**src/design/dgd_params.svh**
```systemverilog
// Offsets, field positions, reset values and timing constants of the gate drive interlock.
`ifndef DGD_PARAMS_SVH
`define DGD_PARAMS_SVH

// ----------------------------------------------------------------
// Register offsets
// ----------------------------------------------------------------
`define DGD_ADDR_MODE_RES 8'h00
`define DGD_ADDR_BLK_RES 8'h04
`define DGD_ADDR_STATUS 8'h08

// ----------------------------------------------------------------
// Reset values
// ----------------------------------------------------------------
`define DGD_MODE_RES_RST 8'h00
`define DGD_BLK_RES_RST 8'h96

// ----------------------------------------------------------------
// Status field positions
// ----------------------------------------------------------------
`define DGD_ST_GATE_LSB 0
`define DGD_ST_PULL_LSB 2
`define DGD_ST_PRI_LOCK 4
`define DGD_ST_SEC_LSB 5
`define DGD_ST_LINE_LSB 7
`define DGD_ST_HALF_BRIDGE 9

// ----------------------------------------------------------------
// Timing
// ----------------------------------------------------------------
`define DGD_CLK_NS 10
`define DGD_MS_NS 1000000
`define DGD_TB_SHORT_NS 10000
`define DGD_TB_SHORT_CYC (`DGD_TB_SHORT_NS / `DGD_CLK_NS)
`define DGD_TB_OFFSET_KOHM 55
`define DGD_TB_MIN_KOHM 75
`define DGD_TB_MAX_KOHM 185
`define DGD_DT_NS_PER_KOHM 20
`define DGD_DT_CYC_PER_KOHM (`DGD_DT_NS_PER_KOHM / `DGD_CLK_NS)

`endif

```
**src/design/dgd_pkg.sv**
```systemverilog
// Types shared by the gate drive interlock logic.
`default_nettype none
package dgd_pkg;

  // ----------------------------------------------------------------
  // Primary supply lockout states
  // ----------------------------------------------------------------
  typedef enum logic [2:0] {
    PRI_RUN = 3'b001,
    PRI_UV = 3'b010,
    PRI_BLOCK = 3'b100
  } dgd_pri_st_t;

  // ----------------------------------------------------------------
  // Whole state of the core
  // ----------------------------------------------------------------
  typedef struct packed {
    dgd_pri_st_t pri_st;
    logic [31:0] pri_cnt;
    logic [1:0][31:0] sec_cnt;
    logic [1:0] sec_uv_prev;
    logic pwm_prev;
    logic [8:0] dt_cnt;
    logic hb_tgt;
    logic [1:0] hb_on;
    logic [1:0] gate_on;
    logic [1:0] flag_pull;
    logic [7:0] mode_res;
    logic [7:0] blk_res;
    logic ack;
    logic [31:0] dat;
  } dgd_state_t;

endpackage
`default_nettype wire

```
**src/design/dgd_core.sv**
```systemverilog
// Dual-channel gate drive interlock core with a classic Wishbone register slave.
//
// Overview of operation
// Primary undervoltage forces both gates off and pulls both fault flags low.
// After primary supply recovers, lockout holds for the blocking interval, then releases.
// Primary blocking count starts only once primary undervoltage has cleared.
// Secondary undervoltage turns its channel off, holds it, asserts its flag at once.
// Secondary blocking count starts at the moment the fault is detected.
// A new fault during a running blocking interval restarts the count.
// Mode resistor of zero selects direct mode; nonzero selects half-bridge mode.
// Direct mode: each channel follows its own input, high on, low off.
// Direct mode applies no interlock; the host must insert dead time itself.
// Half-bridge mode: input A is the PWM command, input B the common enable.
// Half-bridge mode: enable low holds both channels off, high lets PWM control.
// PWM rising edge: channel 2 off at once, channel 1 on after dead time.
// PWM falling edge: channel 1 off at once, channel 2 on after dead time.
// Dead time follows the mode resistor; the nominal setting gives 3.0 us.
// Fault flags are open drain: released without fault, pulled low with fault.
// The host may join both flags but is advised to watch them apart.
// Blocking interval in ms equals block time resistor in kohm minus 55, 20 to 130 ms.
// Block time resistor of zero gives a fixed 10 us blocking interval.
// On drive pulls up and off drive pulls down, never both enabled at once.
// A PWM edge inside the dead time cancels the pending turn-on and restarts it.
// A secondary fault disables only its own channel and asserts only its flag.
//
// Our own choices: register access over Wishbone and the placing of the registers.

`include "dgd_params.svh"

`timescale 1ns/10ps
`default_nettype none

module dgd_core
  import dgd_pkg::*;
#(
  parameter int unsigned CYC_PER_MS = `DGD_MS_NS / `DGD_CLK_NS
) (
  input wire logic clk_i,
  input wire logic rst_i,
  input wire logic wb_cyc_i,
  input wire logic wb_stb_i,
  input wire logic wb_we_i,
  input wire logic [7:0] wb_adr_i,
  input wire logic [3:0] wb_sel_i,
  input wire logic [31:0] wb_dat_i,
  output logic [31:0] wb_dat_o,
  output logic wb_ack_o,
  input wire logic input_a_i,
  input wire logic input_b_i,
  input wire logic primary_uv_i,
  input wire logic [1:0] secondary_uv_i,
  output logic [1:0] gate_on_drive_o,
  output logic [1:0] gate_off_drive_o,
  input wire logic fault_flag_a_i,
  output logic fault_flag_a_o,
  output logic fault_flag_a_oe_n_o,
  input wire logic fault_flag_b_i,
  output logic fault_flag_b_o,
  output logic fault_flag_b_oe_n_o
);

  // ----------------------------------------------------------------
  // Helper functions
  // ----------------------------------------------------------------

  // Resistors outside the supported window are clamped, since the
  // interval would be unstable there anyway.
  function automatic logic [31:0] blk_cycles(input logic [7:0] res);
    logic [31:0] r;
    r = 32'(res);
    if (res == 8'h00) begin
      return 32'(`DGD_TB_SHORT_CYC);
    end
    if (r < 32'(`DGD_TB_MIN_KOHM)) begin
      r = 32'(`DGD_TB_MIN_KOHM);
    end
    if (r > 32'(`DGD_TB_MAX_KOHM)) begin
      r = 32'(`DGD_TB_MAX_KOHM);
    end
    return 32'((r - 32'(`DGD_TB_OFFSET_KOHM)) * CYC_PER_MS);
  endfunction

  function automatic logic [8:0] dead_cycles(input logic [7:0] res);
    return 9'(32'(res) * 32'(`DGD_DT_CYC_PER_KOHM));
  endfunction

  // ----------------------------------------------------------------
  // State
  // ----------------------------------------------------------------
  dgd_state_t s_q;
  dgd_state_t s_d;

  logic req;
  logic half_bridge;
  logic pri_lock;
  logic [1:0] cmd;
  logic [1:0] sec_rise;
  logic [1:0] sec_blk;
  logic [31:0] status;
  logic [31:0] blk_load;
  logic [8:0] dt_load;

  assign req = wb_cyc_i & wb_stb_i;
  assign half_bridge = (s_q.mode_res != 8'h00);
  assign blk_load = blk_cycles(s_q.blk_res);
  assign dt_load = dead_cycles(s_q.mode_res);

  always_comb begin
    status = 32'h0;
    status[`DGD_ST_GATE_LSB +: 2] = s_q.gate_on;
    status[`DGD_ST_PULL_LSB +: 2] = s_q.flag_pull;
    status[`DGD_ST_PRI_LOCK] = (s_q.pri_st != PRI_RUN);
    status[`DGD_ST_SEC_LSB +: 2] = sec_blk;
    status[`DGD_ST_LINE_LSB] = fault_flag_a_i;
    status[`DGD_ST_LINE_LSB + 1] = fault_flag_b_i;
    status[`DGD_ST_HALF_BRIDGE] = half_bridge;
  end

  always_comb begin
    sec_blk = 2'b00;
    for (int c = 0; c < 2; c++) begin
      sec_blk[c] = secondary_uv_i[c] | (s_q.sec_cnt[c] != 32'h0);
    end
  end

  // ----------------------------------------------------------------
  // Next state
  // ----------------------------------------------------------------
  always_comb begin
    s_d = s_q;
    sec_rise = 2'b00;
    cmd = 2'b00;
    pri_lock = 1'b1;

    // Register slave: the answer comes one cycle after the request is
    // seen, and a write lands on the edge that samples the answer.
    s_d.ack = req & ~s_q.ack;
    if (req & ~s_q.ack & ~wb_we_i) begin
      case (wb_adr_i)
        `DGD_ADDR_MODE_RES: begin
          s_d.dat = {24'h0, s_q.mode_res};
        end
        `DGD_ADDR_BLK_RES: begin
          s_d.dat = {24'h0, s_q.blk_res};
        end
        `DGD_ADDR_STATUS: begin
          s_d.dat = status;
        end
        default: begin
          s_d.dat = 32'h0;
        end
      endcase
    end
    if (req & s_q.ack & wb_we_i & wb_sel_i[0]) begin
      case (wb_adr_i)
        `DGD_ADDR_MODE_RES: begin
          s_d.mode_res = wb_dat_i[7:0];
        end
        `DGD_ADDR_BLK_RES: begin
          s_d.blk_res = wb_dat_i[7:0];
        end
        default: begin
        end
      endcase
    end

    // Primary supply lockout.
    case (s_q.pri_st)
      PRI_RUN: begin
        if (primary_uv_i) begin
          s_d.pri_st = PRI_UV;
        end
      end
      PRI_UV: begin
        if (!primary_uv_i) begin
          s_d.pri_st = PRI_BLOCK;
          s_d.pri_cnt = blk_load;
        end
      end
      PRI_BLOCK: begin
        if (primary_uv_i) begin
          s_d.pri_st = PRI_UV;
        end else if (s_q.pri_cnt <= 32'h1) begin
          s_d.pri_st = PRI_RUN;
          s_d.pri_cnt = 32'h0;
        end else begin
          s_d.pri_cnt = s_q.pri_cnt - 32'h1;
        end
      end
      default: begin
        s_d.pri_st = PRI_UV;
      end
    endcase
    pri_lock = (s_d.pri_st != PRI_RUN);

    // Secondary supply lockout, one independent counter per channel.
    for (int c = 0; c < 2; c++) begin
      sec_rise[c] = secondary_uv_i[c] & ~s_q.sec_uv_prev[c];
      s_d.sec_uv_prev[c] = secondary_uv_i[c];
      if (sec_rise[c]) begin
        s_d.sec_cnt[c] = blk_load;
      end else if (s_q.sec_cnt[c] != 32'h0) begin
        s_d.sec_cnt[c] = s_q.sec_cnt[c] - 32'h1;
      end
    end

    // Half-bridge translation with dead time.
    s_d.pwm_prev = input_a_i;
    if (!input_b_i) begin
      // Loading here means an enable always opens with a full dead time.
      s_d.hb_on = 2'b00;
      s_d.hb_tgt = ~input_a_i;
      s_d.dt_cnt = dt_load;
    end else if (input_a_i != s_q.pwm_prev) begin
      s_d.hb_on = 2'b00;
      s_d.hb_tgt = ~input_a_i;
      s_d.dt_cnt = dt_load;
    end else if (s_q.dt_cnt != 9'h0) begin
      s_d.dt_cnt = s_q.dt_cnt - 9'h1;
      if (s_q.dt_cnt == 9'h1) begin
        s_d.hb_on[s_q.hb_tgt] = 1'b1;
      end
    end

    if (half_bridge) begin
      cmd = s_d.hb_on;
    end else begin
      cmd = {input_b_i, input_a_i};
    end

    for (int c = 0; c < 2; c++) begin
      s_d.gate_on[c] = cmd[c] & ~pri_lock &
        ~(secondary_uv_i[c] | sec_rise[c] | (s_d.sec_cnt[c] != 32'h0));
      s_d.flag_pull[c] = pri_lock | secondary_uv_i[c] |
        (s_d.sec_cnt[c] != 32'h0);
    end
  end

  // ----------------------------------------------------------------
  // Registers
  // ----------------------------------------------------------------
  always_ff @(posedge clk_i) begin
    if (rst_i) begin
      s_q.pri_st <= PRI_UV;
      s_q.pri_cnt <= 32'h0;
      s_q.sec_cnt <= '0;
      s_q.sec_uv_prev <= 2'b00;
      s_q.pwm_prev <= 1'b0;
      s_q.dt_cnt <= 9'h0;
      s_q.hb_tgt <= 1'b0;
      s_q.hb_on <= 2'b00;
      s_q.gate_on <= 2'b00;
      s_q.flag_pull <= 2'b11;
      s_q.mode_res <= `DGD_MODE_RES_RST;
      s_q.blk_res <= `DGD_BLK_RES_RST;
      s_q.ack <= 1'b0;
      s_q.dat <= 32'h0;
    end else begin
      s_q <= s_d;
    end
  end

  // ----------------------------------------------------------------
  // Outputs
  // ----------------------------------------------------------------
  assign wb_ack_o = s_q.ack;
  assign wb_dat_o = s_q.dat;

  // Both switches derive from one flop, so they can never overlap.
  assign gate_on_drive_o = s_q.gate_on;
  assign gate_off_drive_o = ~s_q.gate_on;

  // The drain transistor only ever pulls low; the pull-up lives outside.
  assign fault_flag_a_o = 1'b0;
  assign fault_flag_a_oe_n_o = ~s_q.flag_pull[0];
  assign fault_flag_b_o = 1'b0;
  assign fault_flag_b_oe_n_o = ~s_q.flag_pull[1];

endmodule

`default_nettype wire

```
**config.mk**
```make
export PLATFORM = sky130hd
export DESIGN_NAME = dgd_core
export DESIGN_NICKNAME = d
export VERILOG_FILES = /design/src/design/dgd_pkg.sv /design/src/design/dgd_core.sv
export VERILOG_INCLUDE_DIRS = /design/src /design/src/design
export SDC_FILE = /design/constraint.sdc
export NUM_CORES = 1
export LEC_CHECK = 0
export CAP_MARGIN = 5
export CORE_ASPECT_RATIO = 0.5
export CORE_MARGIN = 2
export CORE_UTILIZATION = 50
export CTS_CLUSTER_SIZE = 8
export DETAILED_ROUTE_END_ITERATION = 12
export DONT_BUFFER_PORTS = 1
export PLACE_DENSITY = 0.68
export RECOVER_POWER = 25
export SLEW_MARGIN = 15
export SYNTH_ARGS = -nofsm -noshare
export SYNTH_HDL_FRONTEND = slang
export SYNTH_SLANG_ARGS = --single-unit
export TNS_END_PERCENT = 50
```
**constraint.sdc**
```tcl
create_clock -name clk_i -period 6.1 [get_ports clk_i]
set_input_delay 1.22 -clock clk_i [delete_from_list [all_inputs] [get_ports clk_i]]
set_output_delay 1.22 -clock clk_i [all_outputs]
set_load 0.02 [all_outputs]
```
Word-level counts from Yosys, hierarchy flattened
Cells that the tools add are included.

cells by class
  $add $sub $neg = 5
  $mul = 1
  magnitude comparators = 5
  equal/unequal tests = 13
  multiplexer cells = 30
  bitwise logic cells = 35
  reductions and logical operators = 14

operator list
  cell                    number
  $mux 32                 11
  $reduce_bool 32->1      4
  $sub 32x1->32 const B   3
  $pmux 32 s2             1
  $mux 35                 1
  $gt 32x8->1 const B     1
  $le 32x1->1 const B     1
  $mul 32x12->27 const B  1
  $sub 32x6->32 const B   1
  $pmux 10 s3             1
  $mux 9                  2
  $logic_not 8->1         2
  $and 1x1->1             12
  $mux 12                 1
  $not 1->1               11
  $or 1x1->1              10
  $eq 9x1->1 const B      1
  $mux 3                  3
  $ne 3x1->1 const B      3
  $pmux 3 s3              1
  $reduce_bool 9->1       1
  $sub 9x1->9 const B     1
  $eq 8x3->1 const B      1
  $eq 8x4->1 const B      1
  other kinds (21)        28

storage, ports and cells
  bits in registers = 167
  bits of input ports = 56
  output and inout port bits = 41
  logic and storage cells = 119

Longest topological paths before layout
Gate-level depths: netlist (run 1).

  depth in word-level cells = 15
  gate-level depth with buffers = 31
  depth with buffers taken out = 29

Worst setup path after synthesis (run 1)
OpenSTA, ideal clock, no wires.

  path type = register to register
  start = register s_q[36] in the netlist's numbering
  end = register s_q[49] in the netlist's numbering
  library setup time = 127 ps
  data arrival time = 6485 ps
  data required time = 5973 ps
  slack = -512 ps
  stages on the path, launching flop included = 30
  buffers on the path = 2
  clock period less this slack = 6612 ps
  path through = dfxtp_1 clkbuf_1 o2111ai_1 a31oi_1 a31oi_1 and3_1 or3_1 inv_1 nor2_1 nor2_1 ha_1 inv_1 ha_1 ha_1 fa_1 inv_1 fa_1 fa_1 inv_1 ha_1 clkbuf_1 nand2_1 or4_1 o211ai_1 nor2_1 o21ai_0 xor2_1 a2111oi_0 nand4_1 or3_1

on the way
  cells in the longest elaborated chain, start to end = 12
  elaborated cells between the ends (all ways) = 14
  those cells by class = 1 x add/sub; 1 x mul; 2 x order compare; 7 x mux; 1 x bitwise; 2 x reduce/logical

RTL lines
  what                    line             source
  start: declaration      dgd_core.sv:90   dgd_state_t s_q;
  $lt 8x7->1              dgd_core.sv:74   if (r < 32'(`DGD_TB_MIN_KOHM)) begin
  $mux 8                  dgd_core.sv:74
  $mux 32                 dgd_core.sv:74
  $gt 32x8->1             dgd_core.sv:77   if (r > 32'(`DGD_TB_MAX_KOHM)) begin
  $mux 32                 dgd_core.sv:77
  $mux 32                 dgd_core.sv:74
  $sub 32x6->32           dgd_core.sv:80   return 32'((r - 32'(`DGD_TB_OFFSET_KOHM)) * CYC_PER_MS);
  $mul 32x12->27          dgd_core.sv:80
  $mux 32 (*)             dgd_core.sv:74
  $mux 32 (*)             dgd_core.sv:200  if (sec_rise[c]) begin
  $reduce_bool 32->1 (*)  dgd_core.sv:235  (s_d.sec_cnt[c] != 32'h0);
  $or 1x1->1 (*)          dgd_core.sv:234  s_d.flag_pull[c] = pri_lock | secondary_uv_i[c] |

Mark *: on every way between the ends. The rest lies on a longest branch, timed or not. The select of a mux whose other input is x is not followed.
A chain may end at the register's enable or synchronous reset.

Final worst setup path (run 1)
  start = register s_q[35] in the netlist's numbering
  end = register s_q[49] in the netlist's numbering

Same word-level chain as after synthesis.

==> run_summary.xml, run 1 <==
<?xml version="1.0" encoding="UTF-8"?>
<metrics>
  <group name="placement">
    <metric name="io_buffer_count" unit="">0</metric>
    <metric name="dp_hpwl" unit="um">29500</metric>
    <metric name="routabilityCongestion" unit="">0.968</metric>
    <metric name="pre_cts_ws" unit="ns">-0.715</metric>
  </group>
  <group name="timing">
    <metric name="tightestPinTransition" unit="ns">1.39</metric>
    <metric name="achievable-frequency" unit="MHz">153</metric>
    <metric name="final-setup-viol-count" unit="">7</metric>
    <metric name="finClkSkew" unit="ns">0.0114</metric>
    <metric name="slew_headroom" unit="%">6.42</metric>
    <metric name="final_count_of_hold_timing_violations" unit="">0</metric>
    <metric name="timing_max_transition_violations_final" unit="">0</metric>
    <metric name="finalCriticalPeriod" unit="ns">6.54</metric>
    <metric name="post-route-period-util" unit="%">107</metric>
    <metric name="setup_slack" unit="ns">-0.437</metric>
    <metric name="final_hold_slack" unit="ns">0.489</metric>
    <metric name="unrepaired_setup_endpoints_after_global_routing" unit="">yes</metric>
  </group>
  <group name="global_route">
    <metric name="global_route.usage.total" unit="%">31.1</metric>
    <metric name="initial_antenna_violation_count" unit="">0</metric>
    <metric name="first_global_vias" unit="">11800</metric>
    <metric name="maximum_number_of_pins_on_one_net_before_global_route_repair" unit="">124</metric>
    <metric name="grt-ovfl-total" unit="">0</metric>
    <metric name="grt_first_pass_wirelength" unit="um">63200</metric>
  </group>
  <group name="cells_and_area">
    <metric name="area_growth" unit="%">23.0</metric>
    <metric name="mostFrequentLayoutCells" unit="">171 x nor2_1, 160 x buf_4, 146 x inv_1</metric>
    <metric name="insertedDiodeCount" unit="">0</metric>
    <metric name="fillerInstances" unit="">2024</metric>
    <metric name="layout-drive-gt1-share" unit="%">19.7</metric>
    <metric name="finish.utilization" unit="%">63.2</metric>
    <metric name="multi_input_area" unit="sq um">9520</metric>
    <metric name="final_common_cell" unit="">nor2_1</metric>
    <metric name="register_area" unit="sq um">2920</metric>
    <metric name="final_nets" unit="">1921</metric>
  </group>
  <group name="clock_tree">
    <metric name="tritoncts_clock_tree" unit="">yes</metric>
    <metric name="cts_hold_buffers" unit="">0</metric>
    <metric name="insertion_delay" unit="ns">0.45</metric>
    <metric name="cts_made_buffers" unit="">17</metric>
    <metric name="clock_sink_count" unit="">145</metric>
    <metric name="htree_levels" unit="">4</metric>
    <metric name="cts.clk_slew.worst_paths" unit="ns">0.06</metric>
    <metric name="cts_buffer_depth" unit="">2</metric>
    <metric name="cts.root.buffer_cell" unit="">clkbuf_16</metric>
  </group>
  <group name="drt">
    <metric name="drc_errors" unit="">0</metric>
    <metric name="first_pass_iteration_count_of_the_detailed_router" unit="">6</metric>
    <metric name="route.vias.total" unit="">12400</metric>
    <metric name="detail-route-antenna-nets" unit="">0</metric>
    <metric name="drt-total-wl" unit="um">40300</metric>
    <metric name="via_per_inst" unit="">6.02</metric>
    <metric name="drt_first_iter_violations" unit="">1380</metric>
    <metric name="routed_wirelength_normalized_by_instance_count" unit="um">19.5</metric>
  </group>
  <group name="synthesis">
    <metric name="async_reset_ff_share" unit="%">0</metric>
    <metric name="synth.avg_cell_area" unit="sq um">7.90</metric>
    <metric name="dominantRegCellSynth" unit="">dfxtp_1</metric>
    <metric name="synth-edff-count" unit="">0</metric>
    <metric name="synthesis.area" unit="sq um">12500</metric>
    <metric name="synth_cell_type_count" unit="">78</metric>
    <metric name="synth.yosys.seq_area_share" unit="%">23.3</metric>
    <metric name="synth_warnings" unit="">0</metric>
    <metric name="netlist_instances" unit="">1581</metric>
    <metric name="synth.ff_latch_count" unit="">145</metric>
  </group>
  <group name="critical_path">
    <metric name="crit_path_dat" unit="ns">6.86</metric>
    <metric name="crit_top_cell" unit="">buf_4</metric>
    <metric name="critical-path-slowest-cell" unit="">fa_1</metric>
    <metric name="crit_path_start_kind" unit="">flop</metric>
    <metric name="cp-end-kind" unit="">flop</metric>
    <metric name="worst_path_largest_cell_delay" unit="ns">0.53</metric>
    <metric name="worst-endpoint-required" unit="ns">6.42</metric>
    <metric name="critical_path_class" unit="">flop to flop</metric>
    <metric name="critPathMaxFanout" unit="">3</metric>
  </group>
  <group name="power">
    <metric name="combPwrFrac" unit="%">65.8</metric>
    <metric name="total_leakage_power" unit="nW">6.49</metric>
    <metric name="worst_ir_drop_vdd" unit="V">0.000313</metric>
    <metric name="totalPowerFinal" unit="mW">6.72</metric>
    <metric name="power_switching_share" unit="%">45.5</metric>
    <metric name="powerDensity" unit="nW/um^2">438</metric>
    <metric name="internal_power" unit="mW">3.66</metric>
    <metric name="power_frac_clock" unit="%">15.5</metric>
    <metric name="switching_component_of_the_power" unit="mW">3.06</metric>
    <metric name="seq_power_share" unit="%">18.7</metric>
  </group>
  <group name="die">
    <metric name="initial_core_util" unit="%">51.4</metric>
    <metric name="floorplan.core_area" unit="sq um">24300</metric>
    <metric name="ios" unit="">97</metric>
    <metric name="chipHeight" unit="um">116</metric>
    <metric name="chipWidth" unit="um">227</metric>
    <metric name="row_count" unit="">40</metric>
    <metric name="design.die.area" unit="sq um">26300</metric>
  </group>
  <group name="status">
    <metric name="run_status" unit="">finished with violations</metric>
    <metric name="violations" unit="">negative setup slack</metric>
  </group>
  <group name="run">
    <metric name="max-cap-violations" unit="">0</metric>
  </group>
  <group name="min_path">
    <metric name="hold_path_class" unit="">flop to flop</metric>
  </group>
</metrics>
stage by stage:
| stage | area [sq um] | setup TNS [ns] | instances |
|---|---|---|---|
| after floorplan | 12900 | -0.0393 | 1632 |
| after global placement | 13800 | -2.86 | 2005 |
| after detailed placement | 13800 | -3.55 | 2005 |
| after CTS | 15100 | -1.22 | 2052 |
| after global routing | 15400 | -3.90 | 2061 |
| final | 15400 | -2.03 | 2061 |
routing by layer:
metal / wire (um) / track usage [%]
met4: 1120 / 10.5
met1: 17700 / 43.4
met5: 0 / 0
met3: 3610 / 6.16
met2: 17800 / 48.6
cell usage after synthesis (20+ instances only):
cell,count,share of area (%)
ha_1,88,8.8
a211oi_1,25,1.5
xnor2_1,41,2.9
xor2_1,26,1.8
dfxtp_1,145,23
nand2_1,99,3.0
and2_1,25,1.3
nor4_1,48,2.4
mux2i_1,24,1.9
a21oi_1,90,3.6
nand3_1,34,1.4
inv_1,159,4.8
buf_4,36,2.2
nor3_1,62,2.5
or3_1,20,1.0
o21ai_0,74,3.0
nor2_1,173,5.2
clkbuf_1,68,2.0
fa_1,64,10
worst max-delay path, delay by kind of cell (launching register included):
family	cells	cell delay, ns
compound gates	9	2.06
fa+ha+maj	6	1.89
buf+inv	8	0.98
flops	1	0.36
simple gates	5	1.14
area by class of cell:
type / count / share of cell area [%]
clock inverter: 12 / 0.888
clock buffer: 19 / 2.82
tap: 336 / 2.74
multi-input combinational: 1219 / 62.0
timing repair buffer: 171 / 8.63
sequential: 145 / 19.0
inverter: 159 / 3.89
power groups by stage:
stage                     Combinational [mW]  Clock (mW)  Sequential, mW
after floorplan                         2.18           0            1.23
after global placement                  3.51           0            1.27
after detailed placement                3.54           0            1.27
after CTS                               3.92        1.05            1.25
after global routing                    4.72        1.10            1.28
final                                   4.42        1.04            1.26
path summary, 6_finish.rpt:
| path | start | end | slack [ns] | depth (start not counted) |
|---|---|---|---|---|
| setup reg to reg | s_q[35] | s_q[49] | -0.44 | 28 |
| hold / removal | s_q[138] | s_q[138] | 0.49 | 2 |
| hold reg to reg | s_q[138] | s_q[138] | 0.49 | 2 |
| setup / recovery | s_q[35] | s_q[49] | -0.44 | 28 |
what timing repair did:
item | CTS | global route
endpoints found under the setup margin | 14 | 20
resized for setup | 99 | 41
setup buffers | 19 | 9
pin swaps | 71 | 36
state kept, by name, summed over array words and instances (netlist names):
signal / count
gate_on_drive_o: 2
s_q: 132
wb_ack_o: 1
wb_dat_o: 10
logic make-up (layout without fill, tap and decap cells):
group,after synthesis,count (layout),share of synthesized area [%]
compound gates,354,354,18.7
xor+xnor,67,67,4.70
fa+ha+maj,152,152,19.1
buf+inv,268,361,9.24
flops,145,145,23.3
mux,24,24,1.92
other cells,1,52,0.0300
simple gates,570,570,23.1
(Power assumes the default switching activity.)
==> run 2: changes to the inputs <==
--- a/config.mk
+++ b/config.mk
@@ -9,11 +9,11 @@
 export CAP_MARGIN = 5
 export CORE_ASPECT_RATIO = 0.5
 export CORE_MARGIN = 2
-export CORE_UTILIZATION = 50
+export CORE_UTILIZATION = 55
 export CTS_CLUSTER_SIZE = 8
 export DETAILED_ROUTE_END_ITERATION = 12
 export DONT_BUFFER_PORTS = 1
-export PLACE_DENSITY = 0.68
+export PLACE_DENSITY = 0.73
 export RECOVER_POWER = 25
 export SLEW_MARGIN = 15
 export SYNTH_ARGS = -nofsm -noshare
==> run 2 against run 1 <==
  * The run still ends with negative setup slack left
  * Fmax is 0.48% higher
  * Worst setup slack better by 0.031 ns
  * Combinational power is 4.8% lower
  * First-iteration DRC count is 7.8% lower
  * Critical path depth is 1 higher
  * Worst hold slack worse by 0.0065 ns
  * Via count is 0.64% higher
  * Sequential cell count stayed put
  * Total power is 2.1% lower
  * Routed wire length is 3.0% lower
  * Largest cell class unchanged
  * Largest power group unchanged
==> run_summary.xml, run 2 (same netlist as run 1, synthesis figures left out) <==
<?xml version="1.0" encoding="UTF-8"?>
<metrics>
  <group name="global_route">
    <metric name="maximum_number_of_pins_on_one_net_before_global_route_repair" unit="">124</metric>
    <metric name="global_route.usage.total" unit="%">31.8</metric>
    <metric name="grt_first_pass_wirelength" unit="um">61200</metric>
    <metric name="initial_antenna_violation_count" unit="">0</metric>
    <metric name="grt-ovfl-total" unit="">0</metric>
    <metric name="first_global_vias" unit="">11600</metric>
  </group>
  <group name="cells_and_area">
    <metric name="number_of_non_filler_instances_in_the_completed_layout" unit="">2018</metric>
    <metric name="register_area" unit="sq um">2920</metric>
    <metric name="final_nets" unit="">1913</metric>
    <metric name="multi_input_area" unit="sq um">9300</metric>
    <metric name="insertedDiodeCount" unit="">0</metric>
    <metric name="number_of_flip_flops_in_the_largest_register" unit="">132</metric>
    <metric name="layout-drive-gt1-share" unit="%">18.6</metric>
    <metric name="max_flop_register" unit="">s_q</metric>
    <metric name="final_common_cell" unit="">nor2_1</metric>
    <metric name="mostFrequentLayoutCells" unit="">168 x nor2_1, 157 x buf_4, 147 x inv_1</metric>
    <metric name="fillerInstances" unit="">1758</metric>
    <metric name="area_growth" unit="%">20.6</metric>
  </group>
  <group name="power">
    <metric name="seq_power_share" unit="%">19.2</metric>
    <metric name="power_frac_clock" unit="%">16.8</metric>
    <metric name="internal_power" unit="mW">3.67</metric>
    <metric name="total_leakage_power" unit="nW">6.46</metric>
    <metric name="worst_ir_drop_vdd" unit="V">0.000412</metric>
    <metric name="totalPowerFinal" unit="mW">6.58</metric>
    <metric name="power_switching_share" unit="%">44.2</metric>
    <metric name="powerDensity" unit="nW/um^2">437</metric>
    <metric name="switching_component_of_the_power" unit="mW">2.91</metric>
    <metric name="combPwrFrac" unit="%">64.0</metric>
  </group>
  <group name="clock_tree">
    <metric name="insertion_delay" unit="ns">0.43</metric>
    <metric name="tritoncts_clock_tree" unit="">yes</metric>
    <metric name="clock_sink_count" unit="">145</metric>
    <metric name="cts.clk_slew.worst_paths" unit="ns">0.06</metric>
    <metric name="cts_buffer_depth" unit="">2</metric>
    <metric name="htree_levels" unit="">4</metric>
    <metric name="cts_made_buffers" unit="">17</metric>
    <metric name="cts_hold_buffers" unit="">0</metric>
    <metric name="cts.root.buffer_cell" unit="">clkbuf_16</metric>
  </group>
  <group name="drt">
    <metric name="route.vias.total" unit="">12500</metric>
    <metric name="via_per_inst" unit="">6.19</metric>
    <metric name="drt-total-wl" unit="um">39100</metric>
    <metric name="met3WireLength" unit="um">3610</metric>
    <metric name="detail-route-antenna-nets" unit="">0</metric>
    <metric name="routed_wirelength_normalized_by_instance_count" unit="um">19.4</metric>
    <metric name="met2_wirelength" unit="um">17200</metric>
    <metric name="first_pass_iteration_count_of_the_detailed_router" unit="">8</metric>
    <metric name="drt-met1-wl" unit="um">17100</metric>
    <metric name="route.top_layer_used" unit="">met4</metric>
    <metric name="drc_errors" unit="">0</metric>
    <metric name="drt_first_iter_violations" unit="">1272</metric>
  </group>
  <group name="min_path">
    <metric name="min_from" unit="">s_q[159]</metric>
    <metric name="min_path_cells" unit="">2</metric>
    <metric name="hold_end" unit="">s_q[159]</metric>
    <metric name="hold_path_class" unit="">flop to flop</metric>
  </group>
  <group name="placement">
    <metric name="pre_cts_ws" unit="ns">-0.579</metric>
    <metric name="routabilityCongestion" unit="">0.971</metric>
    <metric name="dp.cells" unit="">1965</metric>
    <metric name="io_buffer_count" unit="">0</metric>
    <metric name="dp_hpwl" unit="um">28300</metric>
  </group>
  <group name="die">
    <metric name="chipWidth" unit="um">217</metric>
    <metric name="design.die.area" unit="sq um">24000</metric>
    <metric name="chipHeight" unit="um">111</metric>
    <metric name="ios" unit="">97</metric>
    <metric name="initial_core_util" unit="%">56.8</metric>
    <metric name="floorplan.core_area" unit="sq um">22000</metric>
    <metric name="row_count" unit="">38</metric>
  </group>
  <group name="timing">
    <metric name="final_hold_slack" unit="ns">0.483</metric>
    <metric name="setup_slack" unit="ns">-0.405</metric>
    <metric name="unrepaired_setup_endpoints_after_global_routing" unit="">yes</metric>
    <metric name="fin_tns_setup" unit="ns">-2.14</metric>
    <metric name="finClkSkew" unit="ns">0.0154</metric>
    <metric name="final_count_of_hold_timing_violations" unit="">0</metric>
    <metric name="tightestPinTransition" unit="ns">1.44</metric>
    <metric name="achievable-frequency" unit="MHz">154</metric>
    <metric name="slew_headroom" unit="%">3.27</metric>
    <metric name="timing_max_transition_violations_final" unit="">0</metric>
    <metric name="final-setup-viol-count" unit="">9</metric>
    <metric name="finalCriticalPeriod" unit="ns">6.51</metric>
    <metric name="post-route-period-util" unit="%">107</metric>
  </group>
  <group name="run">
    <metric name="max-cap-violations" unit="">0</metric>
  </group>
  <group name="critical_path">
    <metric name="timing.critical_path.from" unit="">s_q[35]</metric>
    <metric name="critical-path-slowest-cell" unit="">fa_1</metric>
    <metric name="critical_path_class" unit="">flop to flop</metric>
    <metric name="worst_path_largest_cell_delay" unit="ns">0.56</metric>
    <metric name="crit_path_start_kind" unit="">flop</metric>
    <metric name="reg2reg_depth" unit="">29</metric>
    <metric name="worstReg2RegEnd" unit="">s_q[49]</metric>
    <metric name="crit_top_cell" unit="">inv_2</metric>
    <metric name="worst-endpoint-required" unit="ns">6.41</metric>
    <metric name="cp-end-kind" unit="">flop</metric>
    <metric name="critPathMaxFanout" unit="">3</metric>
    <metric name="ff2ff_setup_slack" unit="ns">-0.41</metric>
    <metric name="crit_path_dat" unit="ns">6.81</metric>
    <metric name="r2r_start" unit="">s_q[35]</metric>
  </group>
  <group name="status">
    <metric name="run_status" unit="">finished with violations</metric>
    <metric name="violations" unit="">negative setup slack</metric>
  </group>
</metrics>
run 2: area by class of cell:
type,count,share of cell area [%]
Multi-Input combinational cell,1219,61.8
Sequential cell,145,19.4
Timing Repair Buffer,163,8.28
Inverter,159,3.96
Clock buffer,20,3.10
Tap cell,300,2.49
Clock inverter,12,1.02
run 2: worst max path at each step:
stage | cells past startpoint | slack [ns] | to
final | 29 | -0.41 | s_q[49]
after global routing | 26 | -0.62 | s_q[49]
after CTS | 29 | -0.34 | s_q[49]
after detailed placement | 26 | -0.58 | s_q[49]
after global placement | 27 | -0.48 | s_q[49]
after floorplan | 29 | -0.04 | s_q[49]
run 2: timing repair:
| item | 4_1_cts | 5_1_grt |
|---|---|---|
| pin swaps | 31 | 29 |
| endpoints found under the setup margin | 12 | 21 |
| endpoints found under the hold margin | 0 | 0 |
| setup buffers | 11 | 10 |
| resized for setup | 44 | 57 |
run 2: critical path: cells and delay by family, from the launching register on:
kind / cells / cell delay (ns)
flip-flops: 1 / 0.35
AO/OA/AOI/OAI: 5 / 1.17
XOR/XNOR: 1 / 0.10
AND/OR/NAND/NOR: 9 / 1.48
adder cells (fa/ha/maj): 7 / 2.60
buffers and inverters: 7 / 0.69
run 2: through the flow:
stage	area [sq um]	util, %
5_1_grt	15100	68.5
4_1_cts	14700	67.0
3_5_place_dp	13800	62.7
2_1_floorplan	12900	-
3_3_place_gp	13800	62.7
6_report	15100	68.5
run 2: per-layer routing:
layer,vias up,global-route usage [%]
met5,-,0
met4,0,9.86
met3,116,7.49
met2,635,47.9
met1,5981,45.0
li1,5762,-
run 2: power groups by stage:
stage	Clock [mW]	Combinational, mW	Sequential, mW
global placement	0	3.43	1.26
CTS	1.12	3.67	1.25
finish	1.11	4.21	1.26
floorplan	0	2.18	1.23
detailed placement	0	3.47	1.27
global route	1.16	4.50	1.28
==> run 3: changes to the inputs <==
--- a/config.mk
+++ b/config.mk
@@ -13,7 +13,7 @@
 export CTS_CLUSTER_SIZE = 8
 export DETAILED_ROUTE_END_ITERATION = 12
 export DONT_BUFFER_PORTS = 1
-export PLACE_DENSITY = 0.73
+export PLACE_DENSITY = 0.7
 export RECOVER_POWER = 25
 export SLEW_MARGIN = 15
 export SYNTH_ARGS = -nofsm -noshare
==> constraint.sdc (replaced) <==
create_clock -name clk_i -period 8.35 [get_ports clk_i]
set_input_delay 1.67 -clock clk_i [delete_from_list [all_inputs] [get_ports clk_i]]
set_output_delay 1.67 -clock clk_i [all_outputs]
set_load 0.02 [all_outputs]
==> run 3 against run 2 <==
  * Clock power is 32% lower
  * The run now ends clean
  * Core utilization decreased by 8.6 points
  * Combinational power fell by 47%
  * Non-clock buffer count shrank 151
  * Clock-buffer cell count down 2
  * Critical endpoint is now gate_on_drive_o[1]
  * Worst hold slack worse by 0.0052 ns
==> run_summary.xml, run 3 (same netlist as run 1, synthesis figures left out) <==
<?xml version="1.0" encoding="UTF-8"?>
<metrics>
  <group name="timing">
    <metric name="tightestPinTransition" unit="ns">1.32</metric>
    <metric name="final-setup-viol-count" unit="">0</metric>
    <metric name="slew_headroom" unit="%">11.3</metric>
    <metric name="post-route-period-util" unit="%">90.3</metric>
    <metric name="final_count_of_hold_timing_violations" unit="">0</metric>
    <metric name="fin_tns_setup" unit="ns">0</metric>
    <metric name="finClkSkew" unit="ns">0.0100</metric>
    <metric name="finalCriticalPeriod" unit="ns">7.54</metric>
    <metric name="achievable-frequency" unit="MHz">133</metric>
    <metric name="unrepaired_setup_endpoints_after_global_routing" unit="">no</metric>
    <metric name="timing_max_transition_violations_final" unit="">0</metric>
  </group>
  <group name="cells_and_area">
    <metric name="max_flop_register" unit="">s_q</metric>
    <metric name="insertedDiodeCount" unit="">0</metric>
    <metric name="number_of_flip_flops_in_the_largest_register" unit="">132</metric>
    <metric name="fillerInstances" unit="">2025</metric>
    <metric name="area_growth" unit="%">5.38</metric>
    <metric name="mostFrequentLayoutCells" unit="">173 x nor2_1, 159 x inv_1, 145 x dfxtp_1</metric>
    <metric name="layout-drive-gt1-share" unit="%">4.02</metric>
    <metric name="final_nets" unit="">1762</metric>
    <metric name="final_common_cell" unit="">nor2_1</metric>
  </group>
  <group name="clock_tree">
    <metric name="cts.clk_slew.worst_paths" unit="ns">0.07</metric>
    <metric name="clock_sink_count" unit="">145</metric>
    <metric name="cts_made_buffers" unit="">17</metric>
    <metric name="tritoncts_clock_tree" unit="">yes</metric>
    <metric name="post_cts_resized" unit="">0</metric>
    <metric name="post-cts-setup-buffers" unit="">0</metric>
    <metric name="cts_buffer_depth" unit="">2</metric>
    <metric name="cts_hold_buffers" unit="">0</metric>
    <metric name="insertion_delay" unit="ns">0.44</metric>
    <metric name="cts.root.buffer_cell" unit="">clkbuf_16</metric>
    <metric name="htree_levels" unit="">4</metric>
  </group>
  <group name="placement">
    <metric name="io_buffer_count" unit="">0</metric>
    <metric name="routabilityCongestion" unit="">0.949</metric>
    <metric name="dp_hpwl" unit="um">26800</metric>
  </group>
  <group name="critical_path">
    <metric name="critPathMaxFanout" unit="">9</metric>
    <metric name="worstReg2RegEnd" unit="">gate_on_drive_o[1]</metric>
    <metric name="crit_top_cell" unit="">ha_1</metric>
    <metric name="worst-endpoint-required" unit="ns">8.66</metric>
    <metric name="ff2ff_setup_slack" unit="ns">0.81</metric>
    <metric name="reg2reg_depth" unit="">23</metric>
    <metric name="crit_path_start_kind" unit="">flop</metric>
    <metric name="cp-end-kind" unit="">flop</metric>
    <metric name="crit_buf_inv" unit="">2</metric>
    <metric name="worst_path_largest_cell_delay" unit="ns">0.62</metric>
    <metric name="crit_path_dat" unit="ns">7.85</metric>
    <metric name="timing.critical_path.cells" unit="">o2111ai_1 -&gt; a31oi_1 -&gt; a31oi_1 -&gt; ha_1 -&gt; a211oi_1 -&gt; xnor2_1 -&gt; ha_1 -&gt; ha_1 -&gt; fa_1 -&gt; fa_1 -&gt; inv_1 -&gt; fa_1 -&gt; inv_1 -&gt; ha_1 -&gt; o21ai_0 -&gt; or4_1 -&gt; o211ai_1 -&gt; nor2_1 -&gt; o21ai_0 -&gt; xor2_1 -&gt; a21oi_1 -&gt; o2111ai_1 -&gt; nor3_1</metric>
    <metric name="critical_path_class" unit="">flop to flop</metric>
    <metric name="critical-path-slowest-cell" unit="">xor2_1</metric>
    <metric name="r2r_start" unit="">s_q[37]</metric>
    <metric name="cell_family_with_the_largest_share_of_critical_path_delay" unit="">adder cells</metric>
  </group>
  <group name="global_route">
    <metric name="grt-ovfl-total" unit="">0</metric>
    <metric name="global_route.usage.total" unit="%">30.1</metric>
    <metric name="first_global_vias" unit="">10800</metric>
    <metric name="grt_first_pass_wirelength" unit="um">57100</metric>
    <metric name="maximum_number_of_pins_on_one_net_before_global_route_repair" unit="">124</metric>
    <metric name="initial_antenna_violation_count" unit="">0</metric>
  </group>
  <group name="min_path">
    <metric name="min_path_cells" unit="">2</metric>
    <metric name="hold_path_class" unit="">flop to flop</metric>
    <metric name="hold_end" unit="">s_q[155]</metric>
    <metric name="min_from" unit="">s_q[155]</metric>
  </group>
  <group name="power">
    <metric name="powerDensity" unit="nW/um^2">296</metric>
    <metric name="totalPowerFinal" unit="mW">3.89</metric>
    <metric name="total_leakage_power" unit="nW">5.63</metric>
    <metric name="worst_ir_drop_vdd" unit="V">0.000188</metric>
  </group>
  <group name="status">
    <metric name="run_status" unit="">completed</metric>
  </group>
  <group name="die">
    <metric name="initial_core_util" unit="%">56.8</metric>
    <metric name="row_count" unit="">38</metric>
    <metric name="ios" unit="">97</metric>
    <metric name="floorplan.core_area" unit="sq um">22000</metric>
    <metric name="chipHeight" unit="um">111</metric>
    <metric name="design.die.area" unit="sq um">24000</metric>
    <metric name="chipWidth" unit="um">217</metric>
  </group>
  <group name="drt">
    <metric name="drt-total-wl" unit="um">35500</metric>
    <metric name="route.vias.total" unit="">11400</metric>
    <metric name="drc_errors" unit="">0</metric>
    <metric name="via_per_inst" unit="">6.13</metric>
    <metric name="drt_first_iter_violations" unit="">1381</metric>
    <metric name="detail-route-antenna-nets" unit="">0</metric>
    <metric name="routed_wirelength_normalized_by_instance_count" unit="um">19.0</metric>
    <metric name="first_pass_iteration_count_of_the_detailed_router" unit="">5</metric>
  </group>
  <group name="run">
    <metric name="max-cap-violations" unit="">0</metric>
  </group>
</metrics>
==> run 3: cell count changes in the layout (fill, tap and decap cells not counted), moves of 7 or more <==
cell and change:
inv_1 +12, inv_2 -12, buf_4 -145, a21oi_1 +7, a211oi_1 +8, o21ai_0 +8
ha_4 -21, ha_1 +24
==> run 3: metal layers <==
metal  share of wire [%]  GRT usage (%)
met2                  42           43.8
met5                   0              0
met1                  45           42.3
met3                 9.1           8.82
met4                 3.1           10.2
==> run 3: worst max path at each step <==
stage                        from                 end  slack (ns)  cells past startpoint
final                     s_q[37]  gate_on_drive_o[1]        0.81                     23
after global routing      s_q[36]             s_q[50]        0.35                     27
after CTS                 s_q[37]             s_q[50]        0.89                     27
after detailed placement  s_q[37]  gate_on_drive_o[1]        0.94                     23
after global placement    s_q[37]             s_q[50]        0.98                     27
after floorplan           s_q[36]             s_q[49]        1.74                     29
==> run 3: worst register-to-register path, stage by stage, from the launching register on <==
cell and delay (ns):
dfxtp_1 0.51, o2111ai_1 0.20, a31oi_1 0.20, a31oi_1 0.11, ha_1 0.29, a211oi_1 0.46
xnor2_1 0.35, ha_1 0.33, ha_1 0.34, fa_1 0.51, fa_1 0.55, inv_1 0.05
fa_1 0.54, inv_1 0.05, ha_1 0.38, o21ai_0 0.15, or4_1 0.53, o211ai_1 0.21
nor2_1 0.08, o21ai_0 0.22, xor2_1 0.62, a21oi_1 0.22, o2111ai_1 0.43, nor3_1 0.10
==> run 3: report_power, final <==
group | leakage [nW] | total, mW | internal (mW) | switching, mW
Sequential | 1.19 | 0.920 | 0.805 | 0.116
Clock | 0.280 | 0.750 | 0.437 | 0.312
Combinational | 4.16 | 2.22 | 0.808 | 1.42
Total | 5.63 | 3.89 | 2.05 | 1.84
==> run 3: cell type report <==
cell class	count	area [sq um]	share of cell area [%]
clock buffers	18	429	3.26
flip-flops and latches	145	2900	22.1
multi-input cells	1219	8620	65.5
repair buffers	12	90.1	0.685
well taps	300	375	2.85
inverters	159	597	4.54
clock inverters	14	140	1.07
==> run 3: metrics by stage <==
stage	setup slack (ns)	hold slack [ns]	cells	cell area, sq um	util, %
after CTS	0.894	0.470	1867	13200	59.9
after floorplan	1.74	0.432	1632	12700	-
final	0.810	0.478	1867	13200	59.9
after global routing	0.345	0.517	1867	13200	59.9
after detailed placement	0.942	0.459	1835	12600	57.3
after global placement	0.981	0.453	1835	12600	57.3
